### src/design/rrb_pkg.sv
// Package for the result record builder: constants, bit positions, carriers.
// Assumes a single core clock and a classic Wishbone register bus.
package rrb_pkg;

  // Register offsets (byte addresses)
  localparam logic [7:0]  REG_CTRL      = 8'h00;
  localparam logic [7:0]  REG_STATUS    = 8'h04;
  localparam logic [7:0]  REG_COUNT     = 8'h08;
  localparam logic [31:0] CTRL_RST      = 32'h0000_0001;
  localparam int          CTRL_EN_BIT   = 0;

  // Record geometry in 16-bit words
  localparam logic [4:0]  BASE_WORDS    = 5'h04;
  localparam logic [4:0]  PART_WORDS    = 5'h02;
  localparam logic [4:0]  DIG_SHORT     = 5'h06;
  localparam logic [4:0]  DIG_MD        = 5'h08;
  localparam logic [4:0]  DIG_SH        = 5'h0A;
  localparam int          DIG_MAX       = 10;

  // Field positions inside result words
  localparam int          OVF_BIT       = 15;
  localparam int          TAG_DROP_BIT  = 11;
  localparam int          RESTART_BIT   = 2;
  localparam int          TERM_BIT      = 1;
  localparam int          MISMATCH_BIT  = 1;
  localparam int          EARLY_BIT     = 0;

  // Check values and their start points
  localparam logic [7:0]  CHKB_INIT     = 8'hFF;
  localparam logic [15:0] CRC_INIT      = 16'hFFFF;
  localparam logic [15:0] CRC_POLY      = 16'h1021;

  // Command fields captured at command start
  typedef struct packed {
    logic        en_comp;
    logic        en_mac;
    logic        en_enc;
    logic        en_pad;
    logic        mem_rd;
    logic        mem_wr;
    logic        skip_limit;
    logic [11:0] session;
    logic [17:0] src_total;
    logic [17:0] dst_limit;
    logic        alternate_compression_mode;
    logic        decompress;
    logic        history_refresh_only;
    logic        mac_decode;
    logic        mac_alg_long;
    logic        shorten_digest;
    logic        emit_digest;
  } rrb_cmd_t;

  // Unit outcomes reported at command end
  typedef struct packed {
    logic comp_early;
    logic comp_restart;
    logic comp_term;
    logic mac_mismatch;
    logic mac_early;
    logic enc_early;
  } rrb_stat_t;

  typedef enum logic [1:0] {ST_IDLE, ST_RUN, ST_EMIT} rrb_state_t;

endpackage : rrb_pkg

### src/design/rrb_builder.sv
// Result record builder: tracks one command and emits its result record
// as a stream of 16-bit words, base part first, then optional parts.
// Assumes command, byte and status strobes come from core-clock logic.
// Operation
// RL1: Every record starts with the four-word base part.
// RL2: Parts of units not enabled are left out.
// RL3: Compression part follows the base part directly.
// RL4: MAC part follows base or compression part.
// RL5: Encryption part comes last.
// RL6: Overflow flag set when output exceeds limit and limit not skipped.
// RL7: Tag echoes session value, bit 11 returned as zero.
// RL8: Tag is undefined for memory read and write commands.
// RL9: Input counter drops per byte taken, 18 bits split high and low.
// RL10: Output counter drops per byte stored; undefined for memory commands.
// RL11: Check byte XORs raw bytes from FF, valid only compression alone.
// RL12: CRC-16 preset FFFF over raw bytes, valid only compression alone.
// RL13: Restart flag reported only in alternate compression mode.
// RL14: Terminator flag reported in primary-mode decompression only.
// RL15: Compression early stop flag reported.
// RL16: MAC mismatch flag reported on decode.
// RL17: MAC early stop flag reported.
// RL18: Digest present only when emit digest set; length by options.
// RL19: Digest is 0, 6, 8 or 10 words.
// RL20: Encryption early stop flag reported.
// RL21: Reserved bits in every word are written as zero.
//
// Design decisions made here: the address map and the Wishbone register port.
`timescale 1ns/1ps
module rrb_builder
  import rrb_pkg::*;
(
  // Clock and reset
  input  wire logic             clk_i,
  input  wire logic             rst_i,
  // Wishbone slave
  input  wire logic             wb_cyc_i,
  input  wire logic             wb_stb_i,
  input  wire logic             wb_we_i,
  input  wire logic [7:0]       wb_adr_i,
  input  wire logic [3:0]       wb_sel_i,
  input  wire logic [31:0]      wb_dat_i,
  output logic      [31:0]      wb_dat_o,
  output logic                  wb_ack_o,
  // Command tracking
  input  wire logic             cmd_start_i,
  input  wire rrb_cmd_t         cmd_i,
  input  wire logic             src_take_i,
  input  wire logic             dst_put_i,
  input  wire logic             raw_valid_i,
  input  wire logic [7:0]       raw_byte_i,
  input  wire logic             cmd_end_i,
  input  wire rrb_stat_t        stat_i,
  input  wire logic [159:0]     digest_i,
  // Record stream
  output logic                  rec_valid_o,
  input  wire logic             rec_ready_i,
  output logic      [15:0]      rec_data_o,
  output logic                  rec_last_o,
  output logic                  busy_o
);

  rrb_state_t   state_r;
  rrb_cmd_t     cmd_r;
  rrb_stat_t    stat_r;
  logic [159:0] dig_r;
  logic [17:0]  in_cnt_r;
  logic [17:0]  out_cnt_r;
  logic         ovf_r;
  logic [7:0]   chkb_r;
  logic [15:0]  crc_r;
  logic [4:0]   idx_r;
  logic [15:0]  data_r;
  logic         valid_r;
  logic [31:0]  ctrl_r;
  logic [31:0]  count_r;
  logic [4:0]   last_len_r;
  logic         ack_r;
  logic [31:0]  rdat_r;

  logic         accept;
  logic         running;
  logic         fire;
  logic         solo;
  logic [4:0]   dig_len;
  logic [4:0]   mac_off;
  logic [4:0]   enc_off;
  logic [4:0]   rec_len;
  logic [4:0]   load_idx;
  logic [15:0]  word_nxt;

  // Raw-data CRC step, MSB first
  function automatic logic [15:0] crc_step(input logic [15:0] c,
                                           input logic [7:0]  d);
    logic [15:0] r;
    logic        fb;
    r = c;
    for (int i = 7; i >= 0; i--) begin
      fb = r[15] ^ d[i];
      r  = {r[14:0], 1'b0};
      if (fb) begin
        r = r ^ CRC_POLY;
      end
    end
    return r;
  endfunction : crc_step

  assign accept  = (state_r == ST_IDLE) && cmd_start_i && ctrl_r[CTRL_EN_BIT];
  assign running = (state_r == ST_RUN);
  assign fire    = valid_r && rec_ready_i;
  assign solo    = cmd_r.en_comp && !cmd_r.en_mac && !cmd_r.en_enc
                   && !cmd_r.en_pad;

  // Part placement and record length
  always_comb begin
    if (!cmd_r.emit_digest) begin
      dig_len = 5'h00;                                           // RL18
    end else if (cmd_r.shorten_digest) begin
      dig_len = DIG_SHORT;                                       // RL19
    end else if (cmd_r.mac_alg_long) begin
      dig_len = DIG_SH;
    end else begin
      dig_len = DIG_MD;
    end
    mac_off = BASE_WORDS + (cmd_r.en_comp ? PART_WORDS : 5'h00); // RL3
    enc_off = mac_off + (cmd_r.en_mac ? PART_WORDS + dig_len     // RL4
                                      : 5'h00);
    rec_len = enc_off + (cmd_r.en_enc ? PART_WORDS : 5'h00);     // RL5
  end

  // Index of the word loaded next into the output register
  assign load_idx = running ? 5'h00 : 5'(idx_r + 5'h01);

  // Record word selection, unused and reserved positions are zero
  always_comb begin
    word_nxt = 16'h0000;                                         // RL21
    if (load_idx == 5'h00) begin
      word_nxt[OVF_BIT] = ovf_r;                                 // RL1
    end else if (load_idx == 5'h01) begin
      // Session echoed; memory commands carry it unchecked
      word_nxt = {in_cnt_r[17:16], out_cnt_r[17:16], 1'b0,       // RL7
                  cmd_r.session[10:0]};                          // RL8
    end else if (load_idx == 5'h02) begin
      word_nxt = in_cnt_r[15:0];                                 // RL9
    end else if (load_idx == 5'h03) begin
      word_nxt = out_cnt_r[15:0];                                // RL10
    end else if (cmd_r.en_comp && load_idx == BASE_WORDS) begin  // RL2
      word_nxt[15:8] = solo ? chkb_r : 8'h00;                    // RL11
      word_nxt[RESTART_BIT] = cmd_r.alternate_compression_mode   // RL13
                              && stat_r.comp_restart;
      word_nxt[TERM_BIT] = !cmd_r.alternate_compression_mode     // RL14
                           && cmd_r.decompress
                           && !cmd_r.history_refresh_only
                           && stat_r.comp_term;
      word_nxt[EARLY_BIT] = stat_r.comp_early;                   // RL15
    end else if (cmd_r.en_comp && load_idx == BASE_WORDS + 5'h01) begin
      word_nxt = solo ? crc_r : 16'h0000;                        // RL12
    end else if (cmd_r.en_mac && load_idx == mac_off) begin
      word_nxt[MISMATCH_BIT] = cmd_r.mac_decode                  // RL16
                               && stat_r.mac_mismatch;
      word_nxt[EARLY_BIT] = stat_r.mac_early;                    // RL17
    end else if (cmd_r.en_mac && load_idx >= mac_off + PART_WORDS
                 && load_idx < enc_off) begin
      word_nxt = dig_r[5'(load_idx - mac_off - PART_WORDS) * 16 +: 16];
    end else if (cmd_r.en_enc && load_idx == enc_off) begin
      word_nxt[EARLY_BIT] = stat_r.enc_early;                    // RL20
    end
  end

  // Command sequencing
  always_ff @(posedge clk_i) begin
    if (rst_i) begin
      state_r <= ST_IDLE;
    end else begin
      case (state_r)
        ST_IDLE: begin
          if (accept) begin
            state_r <= ST_RUN;
          end
        end
        ST_RUN: begin
          if (cmd_end_i) begin
            state_r <= ST_EMIT;
          end
        end
        ST_EMIT: begin
          if (fire && rec_last_o) begin
            state_r <= ST_IDLE;
          end
        end
        default: state_r <= ST_IDLE;
      endcase
    end
  end

  // Command and outcome capture
  always_ff @(posedge clk_i) begin
    if (rst_i) begin
      cmd_r  <= '0;
      stat_r <= '0;
      dig_r  <= '0;
    end else begin
      if (accept) begin
        cmd_r <= cmd_i;
      end
      if (running && cmd_end_i) begin
        stat_r <= stat_i;
        dig_r  <= digest_i;
      end
    end
  end

  // Byte counters and overflow flag
  always_ff @(posedge clk_i) begin
    if (rst_i) begin
      in_cnt_r  <= '0;
      out_cnt_r <= '0;
      ovf_r     <= 1'b0;
    end else if (accept) begin
      in_cnt_r  <= cmd_i.src_total;
      out_cnt_r <= cmd_i.dst_limit;
      ovf_r     <= 1'b0;
    end else if (running) begin
      if (src_take_i) begin
        in_cnt_r <= in_cnt_r - 18'h00001;                        // RL9
      end
      if (dst_put_i) begin
        if (out_cnt_r != 18'h00000) begin
          out_cnt_r <= out_cnt_r - 18'h00001;                    // RL10
        end else if (!cmd_r.skip_limit) begin
          ovf_r <= 1'b1;                                         // RL6
        end
      end
    end
  end

  // Check byte and CRC over uncompressed bytes
  always_ff @(posedge clk_i) begin
    if (rst_i) begin
      chkb_r <= CHKB_INIT;
      crc_r  <= CRC_INIT;
    end else if (accept) begin
      chkb_r <= CHKB_INIT;                                       // RL11
      crc_r  <= CRC_INIT;                                        // RL12
    end else if (running && raw_valid_i) begin
      chkb_r <= chkb_r ^ raw_byte_i;
      crc_r  <= crc_step(crc_r, raw_byte_i);
    end
  end

  // Output word register and stream handshake
  always_ff @(posedge clk_i) begin
    if (rst_i) begin
      idx_r   <= 5'h00;
      data_r  <= 16'h0000;
      valid_r <= 1'b0;
    end else if (running && cmd_end_i) begin
      idx_r   <= 5'h00;
      data_r  <= word_nxt;
      valid_r <= 1'b1;
    end else if (fire) begin
      if (rec_last_o) begin
        valid_r <= 1'b0;
      end else begin
        idx_r  <= load_idx;
        data_r <= word_nxt;
      end
    end
  end

  assign rec_valid_o = valid_r;
  assign rec_data_o  = data_r;
  assign rec_last_o  = valid_r && (idx_r == 5'(rec_len - 5'h01));
  assign busy_o      = (state_r != ST_IDLE);

  // Completed record statistics
  always_ff @(posedge clk_i) begin
    if (rst_i) begin
      count_r    <= 32'h0000_0000;
      last_len_r <= 5'h00;
    end else if (fire && rec_last_o) begin
      count_r    <= count_r + 32'h0000_0001;
      last_len_r <= rec_len;
    end
  end

  // Wishbone slave: one wait state, unmapped reads zero
  always_ff @(posedge clk_i) begin
    if (rst_i) begin
      ack_r  <= 1'b0;
      rdat_r <= 32'h0000_0000;
      ctrl_r <= CTRL_RST;
    end else begin
      ack_r <= wb_cyc_i && wb_stb_i && !ack_r;
      if (wb_cyc_i && wb_stb_i && !ack_r) begin
        if (wb_we_i && wb_adr_i == REG_CTRL && wb_sel_i[0]) begin
          ctrl_r <= {31'h0000_0000, wb_dat_i[CTRL_EN_BIT]};
        end
        case (wb_adr_i)
          REG_CTRL:   rdat_r <= ctrl_r;
          REG_STATUS: rdat_r <= {15'h0000, ovf_r, 3'h0, last_len_r,
                                 6'h00, state_r};
          REG_COUNT:  rdat_r <= count_r;
          default:    rdat_r <= 32'h0000_0000;
        endcase
      end
    end
  end

  assign wb_ack_o = ack_r;
  assign wb_dat_o = ack_r ? rdat_r : 32'h0000_0000;
endmodule : rrb_builder

### config.mk
export PLATFORM = sky130hd
export DESIGN_NAME = rrb_builder
export DESIGN_NICKNAME = d
export VERILOG_FILES = /design/src/design/rrb_pkg.sv /design/src/design/rrb_builder.sv
export SDC_FILE = /design/constraint.sdc
export NUM_CORES = 1
export LEC_CHECK = 0
export BUFFER_PORTS_ARGS = -buffer_cell sky130_fd_sc_hd__buf_2
export CAP_MARGIN = 20
export CORE_AREA = 2 2 220 222
export CTS_CLUSTER_DIAMETER = 80
export DETAILED_ROUTE_END_ITERATION = 7
export DIE_AREA = 0 0 222 224
export HOLD_SLACK_MARGIN = 0.02
export PLACE_DENSITY = 0.66
export RECOVER_POWER = 100
export REMOVE_ABC_BUFFERS = 1
export SLEW_MARGIN = 20
export SYNTH_ARGS = -nofsm -noshare
export SYNTH_HDL_FRONTEND = slang
export SYNTH_SLANG_ARGS = --single-unit
### constraint.sdc
create_clock -name clk_i -period 4.7 [get_ports clk_i]
set_input_delay 0.94 -clock clk_i [delete_from_list [all_inputs] [get_ports clk_i]]
set_output_delay 0.94 -clock clk_i [all_outputs]
set_load 0.02 [all_outputs]
After elaboration in Yosys (flattened, before gate mapping):

Cells that the tools add are included.
W data, S select, Z words.

* register bits after elaboration: 345
* output and inout port bits: 52
* word-level logic and storage cells: 215

* add/sub/neg operators: 12
* order comparisons: 2
* eq/ne operators: 16
* shift-type cells: 1
* mux-type cells: 78
* bitwise gates (word level): 20
* reductions and logical operators: 52

Operators by type and width (count)
* $mux W16: 29
* $shiftx A160 B10 Y16: 1
* $mux W15: 9
* $mux W18: 7
* $mux W13: 8
* $pmux W32 S3: 1
* $sub A18 B1 Y18 const B: 2
* $add A32 B1 Y32 const B: 1
* $mux W32: 1
* $logic_and A1 B1 Y1: 25
* $not A3 Y3: 8
* $reduce_bool A18 Y1: 1
* $mux W8: 2
* $mux W5: 3
* $mux W14: 1
* $mux W2: 7
* $reduce_bool A2 Y1: 7
* $eq A5 B2 Y1 const B: 2
* $eq A5 B3 Y1 const B: 2
* $eq A5 B5 Y1: 2
* $reduce_and A2 Y1: 5
* $eq A8 B3 Y1 const B: 1
* $eq A8 B4 Y1 const B: 1
* $logic_not A8 Y1: 1
* 30 further kinds: 54

Logic depth before layout (Yosys ltp):

* word-level depth: 37
* mapped depth: 17
* depth with buffers taken out: 15

Least setup slack after synthesis:

Ideal clock, no wire load.

* kind: register -> output
* start point: register cmd_r[60] (netlist bit)
* end point: output rec_last_o
* arrival: 2.748 ns
* data required time: 3.760 ns
* path slack: 1.012 ns
* stages on the path, launching flop included: 14
* path buffers: 0
* path through: dfxtp_1 > inv_1 > nor2_1 > ha_1 > inv_1 > ha_1 > inv_1 > ha_1 > inv_1 > ha_1 > xor2_1 > nand4_1 > nor2_1 > and3_1

* longest elaborated chain between the ends: 6

RTL lines
* start: declaration: RTL line rrb_builder.sv:63 `rrb_cmd_t cmd_r;`
* start signal: assignment: RTL line rrb_builder.sv:203 `cmd_r <= cmd_i;`
* $mux W5: RTL line rrb_builder.sv:125 `enc_off = mac_off + (cmd_r.en_mac ? PART_WORDS + dig_len`
* $add A4 B5 Y5: RTL line rrb_builder.sv:125
* $add A5 B2 Y5: RTL line rrb_builder.sv:127 `rec_len = enc_off + (cmd_r.en_enc ? PART_WORDS : 5'h00);`
* named net rec_len[2]: RTL line rrb_builder.sv:87 `logic [4:0] rec_len;`
* $sub A5 B1 Y5: RTL line rrb_builder.sv:272 `assign rec_last_o = valid_r && (idx_r == 5'(rec_len - 5'h01));`
* $eq A5 B5 Y1: RTL line rrb_builder.sv:272
* $logic_and A1 B1 Y1: RTL line rrb_builder.sv:272
* end: declaration: RTL line rrb_builder.sv:58 `output logic rec_last_o,`

The timed path passes the listed nets, and every way through them passes these cells.

Worst setup path after layout:

Ends and elaborated chain as after synthesis.

==> summary.txt <==
Placement
  – Place WS: 0.5398 ns
  – Port Buffer Count: ~310
  – DP HPWL: around 37 mm
  – Area after DPL: 0.01843 mm2
  – Final Wtd Congestion: slightly below 0.9
  – Placed insts: 2819

Worst setup path
  – Crit path from: cmd_r[60]
  – Top Family by Delay on Critical Path: adder cells
  – Worst R2R Setup Slack: roughly 0.42 ns
  – Crit start category: flip-flop
  – Worst R2R Start: cmd_r[60]
  – Slowest cell on the critical path: dfxtp_2
  – Setup CP Type: reg -> out
  – CP max stage delay: around 0.4 ns
  – Worst setup endpoint: rec_last_o
  – Worst path arrival time: ~3.5 ns
  – Worst setup EP type: output pin
  – Worst Reg-to-Reg Cells: 17
  – Worst reg2reg path endpoint: count_r[26]
  – WP buf/inv: 5
  – CP cell instances: inv_1 -> nor2_1 -> ha_1 -> inv_1 -> ha_1 -> inv_1 -> ha_2 -> inv_1 -> ha_1 -> xor2_1 -> nand4_1 -> nor2_4 -> and3_1 -> clkbuf_4
  – Worst-path maximum fanout: 7
  – Cell mode on critical path: inv_1
  – Levels on crit path: 14
  – WP data required: roughly 3.8 ns

Timing
  – Fin. Hold Viols: 0
  – Fin crit period: approximately 4.5 ns
  – Actual slew at the worst max-slew pin: 3.267 ns
  – PnR worst setup slack: between 0.2 and 0.25 ns
  – Setup TNS: 0 ns
  – Worst Skew: between 0.015 and 0.02 ns
  – Final Slew Violations: 210
  – Tcrit/Tclk final: 0.9501
  – Slew HR: -1.183
  – Final setup viols: 0
  – Highest Clock Rate: around 0.22 GHz

CTS
  – Root buf cell: clkbuf_16
  – CTS tree: done
  – CTS buffer count: 39
  – CTS Buffer Depth: 3
  – H-tree Lvls: 2
  – Worst skew pair latency: 0.57 ns
  – Clk pin slew, worst setup/hold paths: ~0.060 ns
  – Sink Count: 344

Finish
  – Fin cells: between 2000 and 3000
  – Fin area: between 0.015 and 0.02 mm2
  – Fill cells: around 4800
  – Highest-count cells in the layout ignoring fill and taps: 486 x nand2_1, 343 x dfxtp_1, 272 x buf_2
  – Commonest non-fill, non-tap cell in the layout: nand2_1
  – Area Overhead vs Synth: 19.51%
  – NumNets Final: around 2600
  – Layout cells sized above 1: 0.1899

Run status
  – Failing checks: capacitance limit, slew limit
  – Outcome: finished, violations left

Routing
  – Pre-antenna DRT Iters: 5
  – Detail-routed via count per cell: 5.255
  – Initial detailed-routing violation count: roughly 1000
  – Wire per inst: approximately 17 um
  – Number of antenna-violating nets in the routed design: 0
  – Final WL: about 50 mm
  – Vias: between 15000 and 20000
  – Residual DRC count: 0

GRT
  – Tot GR Track Use: 0.1984
  – Vias in the first global route: roughly 15000
  – Initial antenna violation count: 10
  – GRT overflow: 0
  – First-pass GRT wire length: approximately 79 mm
  – Largest net degree at the start of global routing: 125

Synthesis
  – Synthesized flop and latch total: ~340
  – Unique masters post-synth: between 70 and 80
  – Post-synth EDFFs: 0
  – Synthesized area: 0.01645 mm2
  – Post-synth ARST share: 0
  – Mapped Cells: between 2000 and 2500
  – Synth warn: 0
  – Syn_area_per_cell: slightly above 8 um2
  – Ys flop type: dfxtp_1
  – Seq/Total Area, Yosys: 0.4187

Pwr
  – Combinational Power Share: 0.119
  – Leakage: 7.341 nW
  – Worst VDD drop: 0.2022 mV
  – Sw Share: 0.2663
  – P_int: a little over 5 mW
  – Clock share of power: 0.437
  – P_sw: about 1.9 mW
  – PD cells: around 360 mW/mm2
  – Total power: 7.070 mW
  – Sequential share of power: 0.444

Floorplan
  – Rows: 80
  – Core area: around 0.047 mm2
  – Ports: 343
  – Initial Util: 0.3474
  – Die area: roughly 0.050 mm2
  – Die height: between 200 and 250 um
  – Die width: about 220 um

Hold path
  – Min-Delay Path Class: reg -> reg

Job
  – Max-cap violations: 4
registers in the layout, indices dropped and copies added, names as in the netlist:
register	cells
wb_ack_o	1
out_cnt_r	18
in_cnt_r	18
dig_r	160
rec_valid_o	1
stat_r	6
crc_r	16
last_len_r	4
chkb_r	8
ctrl_r	1
count_r	32
rdat_r	32
cmd_r	23
state_r	2
idx_r	5
ovf_r	1
rec_data_o	16
kinds of logic (layout without fill, tap and decap cells):
logic type      Yosys count  after routing  synth area share
other cells               0              3                 0
buf+inv                 167            423           0.03986
simple gates            861            861            0.2377
flops                   344            344            0.4187
fa+ha+maj                22             22           0.01719
compound gates          479            479            0.1793
xor+xnor                 69             69           0.03811
mux                      72             72           0.06908
per-stage QoR:
step / hold slack (ns) / utilization
2_1_floorplan: 0.4252 / -
3_3_place_gp: 0.4337 / 0.3893
3_5_place_dp: 0.4394 / 0.3893
4_1_cts: 0.4530 / 0.4165
5_1_grt: 0.4717 / 0.4150
6_report: 0.4498 / 0.4151
routing by layer:
metal / part of all wire / wire length, um / vias up / track usage
li1: - / - / 7499 / -
met5: 0.0019 / 94 / - / 0
met3: 0.067 / 3399 / 83 / 0.04499
met2: 0.46 / 23020 / 489 / 0.3276
met1: 0.45 / 22760 / 7092 / 0.2603
met4: 0.023 / 1150 / 14 / 0.05558
cell type report:
cell class	count	area [um2]	share of cell area
multi-input combinational	1503	8920	0.4538
clock buffer	49	1054	0.05360
clock inverter	15	227.7	0.01159
timing repair buffer	333	1692	0.08607
inverter	26	97.59	0.004965
sequential	344	6888	0.3504
tap	615	769.5	0.03915
antenna	3	7.507	0.0003819
worst register-to-register path, cell delays in order (launching register included):
cell and delay, ns:
dfxtp_2 0.39, inv_1 0.09, nor2_1 0.11, ha_1 0.21
inv_1 0.06, ha_1 0.35, inv_1 0.07, ha_2 0.39
inv_1 0.06, ha_1 0.30, xor2_1 0.14, nand4_1 0.23
clkbuf_4 0.22, nor3_1 0.19, clkbuf_1 0.24, nand3_1 0.41
or4_1 0.60, a21oi_1 0.15
power by group through the flow:
stage               sequential [mW]  clock, mW  combinational, mW
finish                         3.14       3.09              0.844
global route                   3.15       3.28              0.935
CTS                            3.13       3.17              0.852
detailed placement             3.20          0              0.848
global placement               3.19          0              0.832
floorplan                      3.17          0              0.503
worst min path at each step:
stage          cells after the start             end      startpoint  slack (ns)
5_1_grt                            2      dig_r[125]      dig_r[125]        0.47
3_5_place_dp                       2  rec_data_o[11]  rec_data_o[11]        0.44
6_report                           2       dig_r[68]       dig_r[68]        0.45
4_1_cts                            2  rec_data_o[11]  rec_data_o[11]        0.45
3_3_place_gp                       2   rec_data_o[0]   rec_data_o[0]        0.43
2_1_floorplan                      2       stat_r[3]       stat_r[3]        0.43
what timing repair did:
action	4_1_cts	5_1_grt
hold buffers	0	0
pin swaps	0	3
resized for setup	2	5
endpoints found under the hold margin	0	0
setup endpoints to repair	1	1
setup buffers	0	2
cell usage after synthesis (24+ instances only):
| cell | number | area, um2 |
|---|---|---|
| a211oi_1 | 36 | 270.3 |
| a21oi_1 | 241 | 1206 |
| a22oi_1 | 43 | 322.8 |
| and2_1 | 39 | 244.0 |
| clkbuf_1 | 123 | 461.7 |
| dfxtp_1 | 344 | 6887 |
| inv_1 | 24 | 90.09 |
| mux4_2 | 31 | 698.2 |
| nand2_1 | 486 | 1824 |
| nand3_1 | 27 | 135.1 |
| nor2_1 | 132 | 495.5 |
| nor3_1 | 37 | 185.2 |
| o21ai_0 | 53 | 265.3 |
| xnor2_1 | 41 | 359.1 |
| xor2_1 | 26 | 227.7 |
Power figures use the tool's default switching activity.
